<file path="config.mk">
export PLATFORM = sky130hd
export DESIGN_NAME = cmosc_ctrl
export DESIGN_NICKNAME = d
export VERILOG_FILES = /design/src/verilog/cmosc_pkg.sv /design/src/verilog/cmosc_sync.sv /design/src/verilog/cmosc_ctrl.sv
export SDC_FILE = /design/constraint.sdc
export NUM_CORES = 1
export LEC_CHECK = 0
export ABC_AREA = 1
export BUFFER_PORTS_ARGS = -buffer_cell sky130_fd_sc_hd__buf_2
export CAP_MARGIN = 20
export CORE_UTILIZATION = 35
export DETAILED_ROUTE_END_ITERATION = 6
export SYNTH_ARGS = -nofsm -noshare
export SYNTH_HDL_FRONTEND = slang
export SYNTH_HIERARCHICAL = 1
export SYNTH_SLANG_ARGS = --single-unit
</file>
<file path="constraint.sdc">
create_clock -name aclk -period 2.5 [get_ports aclk]
set_input_delay 0.625 -clock aclk [delete_from_list [all_inputs] [get_ports aclk]]
set_output_delay 0.625 -clock aclk [all_outputs]
set_load 0.01 [all_outputs]
</file>
<file path="src/verilog/cmosc_pkg.sv">
// Package of constants and types for the clock mode and oscillation stabilization block.
package cmosc_pkg;

  // ****************************************************************
  // Register map
  // ****************************************************************
  localparam logic [7:0] CMOSC_ADDR_CTRL = 8'h00;
  localparam logic [7:0] CMOSC_ADDR_STBY = 8'h04;
  localparam logic [7:0] CMOSC_ADDR_STAT = 8'h08;

  // ****************************************************************
  // Control register fields
  // ****************************************************************
  localparam int CMOSC_SPEED_LSB = 0;
  localparam int CMOSC_SELECT_BIT = 2;
  localparam int CMOSC_WAIT_LSB = 3;
  localparam int CMOSC_MONITOR_BIT = 7;

  // Standby request codes written to the standby register.
  localparam logic [2:0] CMOSC_REQ_SLEEP = 3'h1;
  localparam logic [2:0] CMOSC_REQ_STOP = 3'h2;
  localparam logic [2:0] CMOSC_REQ_WATCH = 3'h4;

  // Status register fields.
  localparam int CMOSC_STAT_MODE_LSB = 0;
  localparam int CMOSC_STAT_HOLD_BIT = 4;
  localparam int CMOSC_STAT_SUBSTAB_BIT = 5;

  // ****************************************************************
  // Speed codes and divider width
  // ****************************************************************
  localparam logic [1:0] CMOSC_SPEED_DIV4 = 2'h3;
  localparam logic [1:0] CMOSC_SPEED_DIV8 = 2'h2;
  localparam logic [1:0] CMOSC_SPEED_DIV16 = 2'h1;
  localparam logic [1:0] CMOSC_SPEED_DIV64 = 2'h0;
  localparam int CMOSC_DIV_W = 6;

  // ****************************************************************
  // Stabilization counters
  // ****************************************************************
  // Timebase overflow bits selected by the wait field.
  localparam int CMOSC_TB_W = 18;
  localparam int CMOSC_TB_BIT0 = 3;
  localparam int CMOSC_TB_BIT1 = 12;
  localparam int CMOSC_TB_BIT2 = 16;
  localparam int CMOSC_TB_BIT3 = 17;
  // Watch prescaler overflow at 2^15 subclock periods.
  localparam int CMOSC_WP_W = 16;
  localparam int CMOSC_WP_OVF_BIT = 15;

  // Reset value of the wait field, fixed by a manufacturing option.
  localparam logic [1:0] CMOSC_WAIT_RESET = 2'h3;

  typedef enum logic [2:0] {
    CMOSC_ST_MAIN_RUN = 3'h0,
    CMOSC_ST_MAIN_WAIT = 3'h1,
    CMOSC_ST_SUB_RUN = 3'h3,
    CMOSC_ST_SUB_WAIT = 3'h2,
    CMOSC_ST_MAIN_SLEEP = 3'h4,
    CMOSC_ST_MAIN_STOP = 3'h5,
    CMOSC_ST_SUB_SLEEP = 3'h7,
    CMOSC_ST_SUB_STOP = 3'h6
  } cmosc_state_t;

  localparam cmosc_state_t CMOSC_ST_WATCH = cmosc_state_t'(3'h2);

endpackage : cmosc_pkg

</file>
<file path="src/verilog/cmosc_sync.sv">
// Two-flop synchroniser for an input from outside the clock domain.
`timescale 1ns/1ps
module cmosc_sync (
  input wire logic aclk,
  input wire logic aresetn,
  input wire logic ce,
  input wire logic d,
  output logic q
);

  typedef struct packed {
    logic s1;
    logic s2;
  } cmosc_sync_t;

  cmosc_sync_t st_r;
  cmosc_sync_t st_nxt;

  always_comb begin
    st_nxt = st_r;
    if (ce) begin
      st_nxt.s1 = d;
      st_nxt.s2 = st_r.s1;
    end
  end

  always_ff @(posedge aclk) begin
    if (!aresetn) begin
      st_r <= '0;
    end else begin
      st_r <= st_nxt;
    end
  end

  assign q = st_r.s2;

endmodule : cmosc_sync

</file>
<file path="src/verilog/cmosc_ctrl.sv">
// Clock mode controller with speed-shift divider and oscillation stabilization gating.
`timescale 1ns/1ps

// Contract
// - Main mode or subclock-only mode.
// - Speed field picks divide 4/8/16/64.
// - Speed clock feeds CPU; timers unaffected.
// - Main-run keeps both oscillators running.
// - Any reset starts in main-run.
// - Select 0 moves to subclock; monitor reports.
// - Subclock mode halts main oscillator, timebase.
// - Standby target depends on clock mode.
// - Select 1 requests main after wait.
// - Reset from subclock inserts delay per option.
// - Clock withheld until delay elapses.
// - Main delay is timebase overflow bit.
// - Wait delay for stop wake and switch.
// - Wait field reset value is an option.
// - Sub-stop wake waits 2^15 subclock periods.
// - Sub delay is watch prescaler overflow.
// - Monitor 0 on subclock, 1 on main.
// - Wait field selects four main delays.
module cmosc_ctrl #(
  parameter logic HAS_POR_OPTION = 1'b1
) (
  input wire logic aclk,
  input wire logic aresetn,
  input wire logic ce,
  input wire logic main_osc_tick,
  input wire logic sub_osc_tick,
  input wire logic ext_irq,
  input wire logic periph_irq,
  input wire logic reset_soft_or_wdt,
  input wire logic [7:0] s_axi_awaddr,
  input wire logic s_axi_awvalid,
  output logic s_axi_awready,
  input wire logic [31:0] s_axi_wdata,
  input wire logic [3:0] s_axi_wstrb,
  input wire logic s_axi_wvalid,
  output logic s_axi_wready,
  output logic [1:0] s_axi_bresp,
  output logic s_axi_bvalid,
  input wire logic s_axi_bready,
  input wire logic [7:0] s_axi_araddr,
  input wire logic s_axi_arvalid,
  output logic s_axi_arready,
  output logic [31:0] s_axi_rdata,
  output logic [1:0] s_axi_rresp,
  output logic s_axi_rvalid,
  input wire logic s_axi_rready,
  output logic cpu_clk_en,
  output logic periph_clk_en,
  output logic timebase_clk_en,
  output logic watch_clk_en,
  output logic main_osc_enable,
  output logic sub_osc_enable
);

  // ****************************************************************
  // State
  // ****************************************************************
  typedef struct packed {
    cmosc_pkg::cmosc_state_t mode;
    logic [1:0] speed;
    logic clock_source_select;
    logic [1:0] stab_wait;
    logic active_clock_monitor;
    logic [cmosc_pkg::CMOSC_DIV_W-1:0] div;
    logic [cmosc_pkg::CMOSC_TB_W-1:0] tb;
    logic [cmosc_pkg::CMOSC_WP_W-1:0] wp;
    logic sub_stab;
    logic boot;
    logic aw_got;
    logic w_got;
    logic [7:0] aw_addr;
    logic [31:0] w_data;
    logic [3:0] w_strb;
    logic bvalid;
    logic [1:0] bresp;
    logic rvalid;
    logic [31:0] rdata;
    logic [1:0] rresp;
    logic cpu_en;
    logic per_en;
    logic tb_en;
    logic wp_en;
  } cmosc_ctrl_t;

  cmosc_ctrl_t st_r;
  cmosc_ctrl_t st_nxt;

  logic main_tick_s;
  logic sub_tick_s;
  logic ext_irq_s;

  cmosc_sync u_sync_main (
    .aclk(aclk), .aresetn(aresetn), .ce(ce), .d(main_osc_tick), .q(main_tick_s)
  );
  cmosc_sync u_sync_sub (
    .aclk(aclk), .aresetn(aresetn), .ce(ce), .d(sub_osc_tick), .q(sub_tick_s)
  );
  cmosc_sync u_sync_irq (
    .aclk(aclk), .aresetn(aresetn), .ce(ce), .d(ext_irq), .q(ext_irq_s)
  );

  // ****************************************************************
  // Decode functions
  // ****************************************************************
  // Terminal count of the speed divider for a speed code.
  function automatic logic [cmosc_pkg::CMOSC_DIV_W-1:0] div_last(input logic [1:0] sp);
    logic [cmosc_pkg::CMOSC_DIV_W-1:0] r;
    r = '0;
    unique case (sp)
      cmosc_pkg::CMOSC_SPEED_DIV4: r = 6'h03;
      cmosc_pkg::CMOSC_SPEED_DIV8: r = 6'h07;
      cmosc_pkg::CMOSC_SPEED_DIV16: r = 6'h0f;
      cmosc_pkg::CMOSC_SPEED_DIV64: r = 6'h3f;
    endcase
    return r;
  endfunction : div_last

  // Timebase overflow test at the bit chosen by the wait field.
  // four wait delays
  function automatic logic tb_done(input logic [1:0] wt,
                                   input logic [cmosc_pkg::CMOSC_TB_W-1:0] tb);
    logic r;
    r = 1'b0;
    unique case (wt)
      2'h0: r = tb[cmosc_pkg::CMOSC_TB_BIT0];
      2'h1: r = tb[cmosc_pkg::CMOSC_TB_BIT1];
      2'h2: r = tb[cmosc_pkg::CMOSC_TB_BIT2];
      2'h3: r = tb[cmosc_pkg::CMOSC_TB_BIT3];
    endcase
    return r;
  endfunction : tb_done

  function automatic logic on_sub(input cmosc_pkg::cmosc_state_t m);
    return m == cmosc_pkg::CMOSC_ST_SUB_RUN || m == cmosc_pkg::CMOSC_ST_SUB_SLEEP ||
           m == cmosc_pkg::CMOSC_ST_SUB_STOP || m == cmosc_pkg::CMOSC_ST_SUB_WAIT ||
           m == cmosc_pkg::CMOSC_ST_MAIN_WAIT;
  endfunction : on_sub

  logic wr_fire;
  logic rd_fire;
  logic [31:0] ctrl_word;
  logic [31:0] stat_word;

  assign wr_fire = st_r.aw_got && st_r.w_got && !st_r.bvalid;
  assign rd_fire = s_axi_arvalid && !st_r.rvalid;

  always_comb begin
    ctrl_word = '0;
    ctrl_word[cmosc_pkg::CMOSC_SPEED_LSB +: 2] = st_r.speed;
    ctrl_word[cmosc_pkg::CMOSC_SELECT_BIT] = st_r.clock_source_select;
    ctrl_word[cmosc_pkg::CMOSC_WAIT_LSB +: 2] = st_r.stab_wait;
    ctrl_word[cmosc_pkg::CMOSC_MONITOR_BIT] = st_r.active_clock_monitor;
    stat_word = '0;
    stat_word[cmosc_pkg::CMOSC_STAT_MODE_LSB +: 3] = st_r.mode;
    stat_word[cmosc_pkg::CMOSC_STAT_HOLD_BIT] = !st_r.cpu_en;
    stat_word[cmosc_pkg::CMOSC_STAT_SUBSTAB_BIT] = st_r.sub_stab;
  end

  // ****************************************************************
  // Next-state logic
  // ****************************************************************
  always_comb begin
    logic [2:0] req;
    logic div_wrap;
    logic tb_run;
    logic wp_run;
    req = '0;
    div_wrap = 1'b0;
    tb_run = 1'b0;
    wp_run = 1'b0;
    st_nxt = st_r;
    if (ce) begin
      // Bus write channels are taken in either order.
      if (s_axi_awvalid && !st_r.aw_got) begin
        st_nxt.aw_got = 1'b1;
        st_nxt.aw_addr = s_axi_awaddr;
      end
      if (s_axi_wvalid && !st_r.w_got) begin
        st_nxt.w_got = 1'b1;
        st_nxt.w_data = s_axi_wdata;
        st_nxt.w_strb = s_axi_wstrb;
      end
      if (st_r.bvalid && s_axi_bready) begin
        st_nxt.bvalid = 1'b0;
      end
      if (st_r.rvalid && s_axi_rready) begin
        st_nxt.rvalid = 1'b0;
      end
      if (rd_fire) begin
        st_nxt.rvalid = 1'b1;
        st_nxt.rresp = 2'h0;
        unique case (s_axi_araddr)
          cmosc_pkg::CMOSC_ADDR_CTRL: st_nxt.rdata = ctrl_word;
          cmosc_pkg::CMOSC_ADDR_STBY: st_nxt.rdata = '0;
          cmosc_pkg::CMOSC_ADDR_STAT: st_nxt.rdata = stat_word;
          default: begin
            st_nxt.rdata = '0;
            st_nxt.rresp = 2'h2;
          end
        endcase
      end

      div_wrap = st_r.div >= div_last(st_r.speed);
      tb_run = main_tick_s && !on_sub(st_r.mode) && st_r.mode != cmosc_pkg::CMOSC_ST_MAIN_STOP
               && st_r.mode != cmosc_pkg::CMOSC_ST_SUB_WAIT;
      tb_run = tb_run || (main_tick_s && st_r.mode == cmosc_pkg::CMOSC_ST_MAIN_WAIT);
      wp_run = sub_tick_s && st_r.mode != cmosc_pkg::CMOSC_ST_SUB_STOP;
      if (main_tick_s) begin
        st_nxt.div = div_wrap ? '0 : st_r.div + 6'h01;
      end
      if (tb_run) begin
        st_nxt.tb = st_r.tb + 18'h00001;
      end
      if (wp_run) begin
        st_nxt.wp = st_r.wp + 16'h0001;
        if (st_r.wp[cmosc_pkg::CMOSC_WP_OVF_BIT]) begin
          st_nxt.sub_stab = 1'b0;
        end
      end

      if (wr_fire) begin
        st_nxt.aw_got = 1'b0;
        st_nxt.w_got = 1'b0;
        st_nxt.bvalid = 1'b1;
        st_nxt.bresp = 2'h0;
        if (st_r.aw_addr == cmosc_pkg::CMOSC_ADDR_CTRL && st_r.w_strb[0]) begin
          st_nxt.speed = st_r.w_data[cmosc_pkg::CMOSC_SPEED_LSB +: 2];
          if (st_r.mode != cmosc_pkg::CMOSC_ST_MAIN_WAIT) begin
            st_nxt.stab_wait = st_r.w_data[cmosc_pkg::CMOSC_WAIT_LSB +: 2];
          end
          st_nxt.clock_source_select = st_r.w_data[cmosc_pkg::CMOSC_SELECT_BIT];
        end else if (st_r.aw_addr == cmosc_pkg::CMOSC_ADDR_STBY && st_r.w_strb[0]) begin
          req = st_r.w_data[2:0];
        end else if (st_r.aw_addr != cmosc_pkg::CMOSC_ADDR_STAT) begin
          st_nxt.bresp = 2'h2;
        end
      end

      unique case (st_r.mode)
        cmosc_pkg::CMOSC_ST_MAIN_RUN: begin
          if (wr_fire && st_nxt.clock_source_select == 1'b0 &&
              st_r.aw_addr == cmosc_pkg::CMOSC_ADDR_CTRL) begin
            st_nxt.mode = cmosc_pkg::CMOSC_ST_SUB_RUN;
          end else if (req == cmosc_pkg::CMOSC_REQ_SLEEP && !periph_irq) begin
            st_nxt.mode = cmosc_pkg::CMOSC_ST_MAIN_SLEEP;
          end else if (req == cmosc_pkg::CMOSC_REQ_STOP && !periph_irq) begin
            st_nxt.mode = cmosc_pkg::CMOSC_ST_MAIN_STOP;
          end
        end
        cmosc_pkg::CMOSC_ST_SUB_RUN: begin
          if (wr_fire && st_nxt.clock_source_select &&
              st_r.aw_addr == cmosc_pkg::CMOSC_ADDR_CTRL) begin
            st_nxt.mode = cmosc_pkg::CMOSC_ST_MAIN_WAIT;
            st_nxt.tb = '0;
          end else if (req == cmosc_pkg::CMOSC_REQ_SLEEP && !periph_irq) begin
            st_nxt.mode = cmosc_pkg::CMOSC_ST_SUB_SLEEP;
          end else if (req == cmosc_pkg::CMOSC_REQ_STOP && !periph_irq) begin
            st_nxt.mode = cmosc_pkg::CMOSC_ST_SUB_STOP;
          end else if (req == cmosc_pkg::CMOSC_REQ_WATCH && !periph_irq) begin
            st_nxt.mode = cmosc_pkg::CMOSC_ST_SUB_WAIT;
          end
        end
        cmosc_pkg::CMOSC_ST_MAIN_WAIT: begin
          if (tb_done(st_r.stab_wait, st_r.tb)) begin
            st_nxt.mode = cmosc_pkg::CMOSC_ST_MAIN_RUN;
          end
        end
        cmosc_pkg::CMOSC_ST_SUB_WAIT: begin
          if (ext_irq_s || periph_irq) begin
            st_nxt.mode = cmosc_pkg::CMOSC_ST_SUB_RUN;
          end
        end
        cmosc_pkg::CMOSC_ST_MAIN_SLEEP: begin
          if (periph_irq || ext_irq_s) begin
            st_nxt.mode = cmosc_pkg::CMOSC_ST_MAIN_RUN;
          end
        end
        cmosc_pkg::CMOSC_ST_SUB_SLEEP: begin
          if (periph_irq || ext_irq_s) begin
            st_nxt.mode = cmosc_pkg::CMOSC_ST_SUB_RUN;
          end
        end
        cmosc_pkg::CMOSC_ST_MAIN_STOP: begin
          if (ext_irq_s) begin
            st_nxt.mode = cmosc_pkg::CMOSC_ST_MAIN_WAIT;
            st_nxt.tb = '0;
          end
        end
        cmosc_pkg::CMOSC_ST_SUB_STOP: begin
          if (ext_irq_s) begin
            st_nxt.mode = cmosc_pkg::CMOSC_ST_SUB_RUN;
            st_nxt.wp = '0;
            st_nxt.sub_stab = 1'b1;
          end
        end
      endcase

      st_nxt.active_clock_monitor = !on_sub(st_nxt.mode) &&
                                    st_nxt.mode != cmosc_pkg::CMOSC_ST_SUB_WAIT;
      st_nxt.cpu_en = (st_nxt.mode == cmosc_pkg::CMOSC_ST_MAIN_RUN && main_tick_s &&
                       st_nxt.div == '0) ||
                      (st_nxt.mode == cmosc_pkg::CMOSC_ST_SUB_RUN && sub_tick_s &&
                       !st_nxt.sub_stab);
      st_nxt.per_en = st_nxt.cpu_en ||
                      (st_nxt.mode == cmosc_pkg::CMOSC_ST_MAIN_SLEEP && main_tick_s &&
                       st_nxt.div == '0) ||
                      (st_nxt.mode == cmosc_pkg::CMOSC_ST_SUB_SLEEP && sub_tick_s);
      st_nxt.tb_en = tb_run;
      st_nxt.wp_en = wp_run;
    end
  end

  // ****************************************************************
  // Registers
  // ****************************************************************
  always_ff @(posedge aclk) begin
    if (!aresetn) begin
      st_r <= '0;
      st_r.mode <= cmosc_pkg::CMOSC_ST_MAIN_RUN;
      st_r.speed <= cmosc_pkg::CMOSC_SPEED_DIV64;
      st_r.clock_source_select <= 1'b1;
      st_r.stab_wait <= cmosc_pkg::CMOSC_WAIT_RESET;
      st_r.boot <= 1'b1;
      st_r.sub_stab <= 1'b1;
    end else if (st_r.boot && ce) begin
      st_r.boot <= 1'b0;
      if (HAS_POR_OPTION || reset_soft_or_wdt) begin
        st_r.mode <= cmosc_pkg::CMOSC_ST_MAIN_WAIT;
      end
    end else begin
      st_r <= st_nxt;
    end
  end

  // ****************************************************************
  // Outputs
  // ****************************************************************
  assign s_axi_awready = !st_r.aw_got && !st_r.boot;
  assign s_axi_wready = !st_r.w_got && !st_r.boot;
  assign s_axi_bvalid = st_r.bvalid;
  assign s_axi_bresp = st_r.bresp;
  assign s_axi_arready = !st_r.rvalid && !st_r.boot;
  assign s_axi_rvalid = st_r.rvalid;
  assign s_axi_rdata = st_r.rdata;
  assign s_axi_rresp = st_r.rresp;
  assign cpu_clk_en = st_r.cpu_en;
  assign periph_clk_en = st_r.per_en;
  assign timebase_clk_en = st_r.tb_en;
  assign watch_clk_en = st_r.wp_en;
  assign main_osc_enable = (!on_sub(st_r.mode) && st_r.mode != cmosc_pkg::CMOSC_ST_MAIN_STOP) ||
                           st_r.mode == cmosc_pkg::CMOSC_ST_MAIN_WAIT;
  assign sub_osc_enable = st_r.mode != cmosc_pkg::CMOSC_ST_SUB_STOP;

endmodule : cmosc_ctrl

</file>
==> flow_summary.yaml <==
layout:
  nets: 813
  fill_cells: 1410
  diodes: 0
  area_growth_pct: 14.8
  instances_no_fill: 922
  layout-drive-gt1-share: 0.158
  regArea_sq_um: 1760
  multi_input_area_sq_um: 2420
  post-route-util: 0.413
place:
  dp_hpwl_microns: 8160
  globalplace.congestion: 0.869
  dp_cells: 906
  pre_cts_ws_ns: 0.0601
  port_buffers: 53
die:
  die_h_microns: 119
  rows: 42
  core_sq_um: 13200
  top_level_ports: 112
  die_area_sq_um: 14100
  start_util: 0.359
  die_x_microns: 119
clock_tree:
  cts_max_path_buffers: 2
  cts_hold_buffers: 0
  numClockSinks: 88
  h-tree-depth: 3
  clock_latency_ns: 0.35
  cts_tree: "built"
  numCtsBuffers: 9
  path_clk_slew_ns: 0.07
  cts-root-buf: "clkbuf_16"
power:
  p_leak_nw: 2.41
  p_sw_mw: 0.790
  combPwrFrac: 0.089
  clkPwrFrac: 0.455
  swShare: 0.244
  power_density_nw_per_um2: 592
  power_frac_seq: 0.456
  finalPower_mw: 3.23
  vdd_ir_drop_max_mv: 0.372
  intPower_mw: 2.45
sta:
  final.setup.tns_ns: 0
  period_share: 0.916
  skew_ns: 0.0106
  max_freq_ghz: 0.437
  drv_slew: 0
  hold_viol_final: 0
  fin_crit_ns: 2.29
  rsz0062_at_grt: "no"
  finalSetupViolCount: 0
  layout_setup_ws_ns: 0.210
flow_run:
  max_cap_viol_count: 0
worst_setup_path:
  cp_common_cell: "nand2_1"
  critPathSlowestCell: "or2_2"
  start_kind: "flop"
  critPathMaxFanout: 4
  worst-setup-path-type: "flop to flop"
  crit_path_cell_trace: "or2_2 -> ha_1 -> nand2_1 -> or2_2 -> nand3_2 -> nand2_2 -> inv_1 -> nor2_1 -> nor2_1 -> nand3_1 -> nor2_1 -> nand2_1 -> nand2_1 -> nand2_1 -> nand3_1 -> nand2_1 -> inv_1"
  crit_family: "simple AND/OR/NAND/NOR gates"
  end_kind: "flop"
  critPathBufInv: 2
  cp.arrival_ns: 2.60
  cp.required_ns: 2.81
  max_stage_delay_ns: 0.33
drt:
  ant_nets: 0
  drc: 0
  routed_wl_microns: 10800
  post_drt_wl_per_cell_microns: 11.7
  routed_via_density: 4.60
  firstDrtPassIters: 5
  drtIter0Drc: 202
  vias: 4243
grt:
  gr-total-overflow: 0
  track_usage: 0.165
  grt_pass1_vias: 3891
  grt_max_degree: 23
  grt_pass1_wl_microns: 18600
  antenna_found_initial: 0
synth:
  ys_ff_latch: 88
  synth_cells: 684
  netlist_area_sq_um: 4760
  async_flop_share: 0
  netlist_top_cells_area: "dfxtp_1 (37%), nand2_1 (8.8%), nor2_1 (8.0%), inv_1 (7.2%), buf_4 (5.8%)"
  synth_edf_count: 0
  yosysWarnings: 6
  ys.flop_type: "dfxtp_1"
  postSynthAreaPerCell_sq_um: 6.96
  synth_cell_types: 42
  ys_seq_area_frac: 0.370
  synth_area_leader_cell: "dfxtp_1"
  synth_top_area_share: 0.370
status:
  outcome: "finished clean"
hold_path:
  hp-class: "flop to flop"
[Yosys cell counts, drive strengths merged, types with 3 or more instances]
cell,instances
clkbuf,9
nand2,117
a21oi,39
a211oi,3
xor2,7
a221oi,3
inv,93
nor4,12
buf,41
nor3,32
nand4,9
o211ai,9
o21ai,41
xnor2,3
nand3,37
nor2,110
dfxtp,88
ha,7
nor3b,10
[worst min-delay path: cells and delay by family (launching register included)]
kind	cells	cell delay, ns
AOI/OAI and AO/OA	1	0.05
DFF	1	0.31
buffers and inverters	1	0.06
[sequential cells by signal, summed over array words and instances (netlist names)]
name	count
st_r	60
timebase_clk_en	1
s_axi_rresp	1
u_sync_main/st_r	1
s_axi_bresp	1
st_nxt	1
u_sync_sub/st_r	1
periph_clk_en	1
s_axi_rvalid	1
u_sync_main/q	1
ctrl_word	6
cpu_clk_en	1
watch_clk_en	1
s_axi_bvalid	1
u_sync_irq/q	1
u_sync_irq/st_r	1
u_sync_sub/q	1
s_axi_rdata	7
[per-layer routing]
layer  global-route usage  wire (microns)  vias to the layer above
met5                    0               0                        -
met4               0.0475             140                        0
met3               0.0487             402                       15
met2                0.261            4820                       84
met1                0.216            5430                     1857
li1                     -               -                     2287
[final cells by class]
type                            instances  share of cell area
Multi-Input combinational cell        479               0.442
Sequential cell                        88               0.322
Timing Repair Buffer                   70              0.0719
Inverter                               93              0.0639
Clock buffer                           11              0.0444
Tap cell                              176              0.0403
Clock inverter                          5              0.0147
[path summary, 6_finish.rpt]
path | start | end | slack, ns | depth (start not counted)
setup / recovery | ctrl_word[1] | periph_clk_en | 0.21 | 17
hold / removal | st_r[79] | st_r[79] | 0.47 | 2
setup reg to reg | ctrl_word[1] | periph_clk_en | 0.21 | 17
hold reg to reg | st_r[79] | st_r[79] | 0.47 | 2
[stage by stage]
step	hold slack (ns)	instance area, sq um
2_1_floorplan	0.435	4860
3_3_place_gp	0.457	5130
3_5_place_dp	0.459	5130
4_1_cts	0.468	5460
5_1_grt	0.501	5460
6_report	0.468	5460
[cell usage in the layout (no fill, tap or decap), types with 23 or more instances in the layout]
master | netlist | layout
a21oi_1 | 39 | 39
buf_2 | 2 | 53
conb_1 | 1 | 27
dfxtp_1 | 88 | 88
inv_1 | 91 | 91
nand2_1 | 112 | 111
nand3_1 | 36 | 35
nor2_1 | 102 | 102
nor3_1 | 23 | 23
o21ai_0 | 41 | 41
[cells by family after synthesis]
group / synth area share
flops: 0.370
simple gates: 0.324
fa+ha+maj: 0.0184
other cells: 0.000788
compound gates: 0.124
xor+xnor: 0.0184
buf+inv: 0.144
[power by group through the flow]
stage	Clock [mW]	Sequential, mW	Combinational [mW]
after floorplan	0	1.50	0.228
after CTS	1.52	1.48	0.289
final	1.47	1.48	0.287
after global routing	1.57	1.48	0.329
after global placement	0	1.51	0.285
after detailed placement	0	1.51	0.287
[timing repair]
action	CTS	global route
endpoints found under the hold margin	0	0
setup buffers	0	0
gates resized for setup	0	2
setup endpoints to repair	0	2
Power figures use the tool's default switching activity.
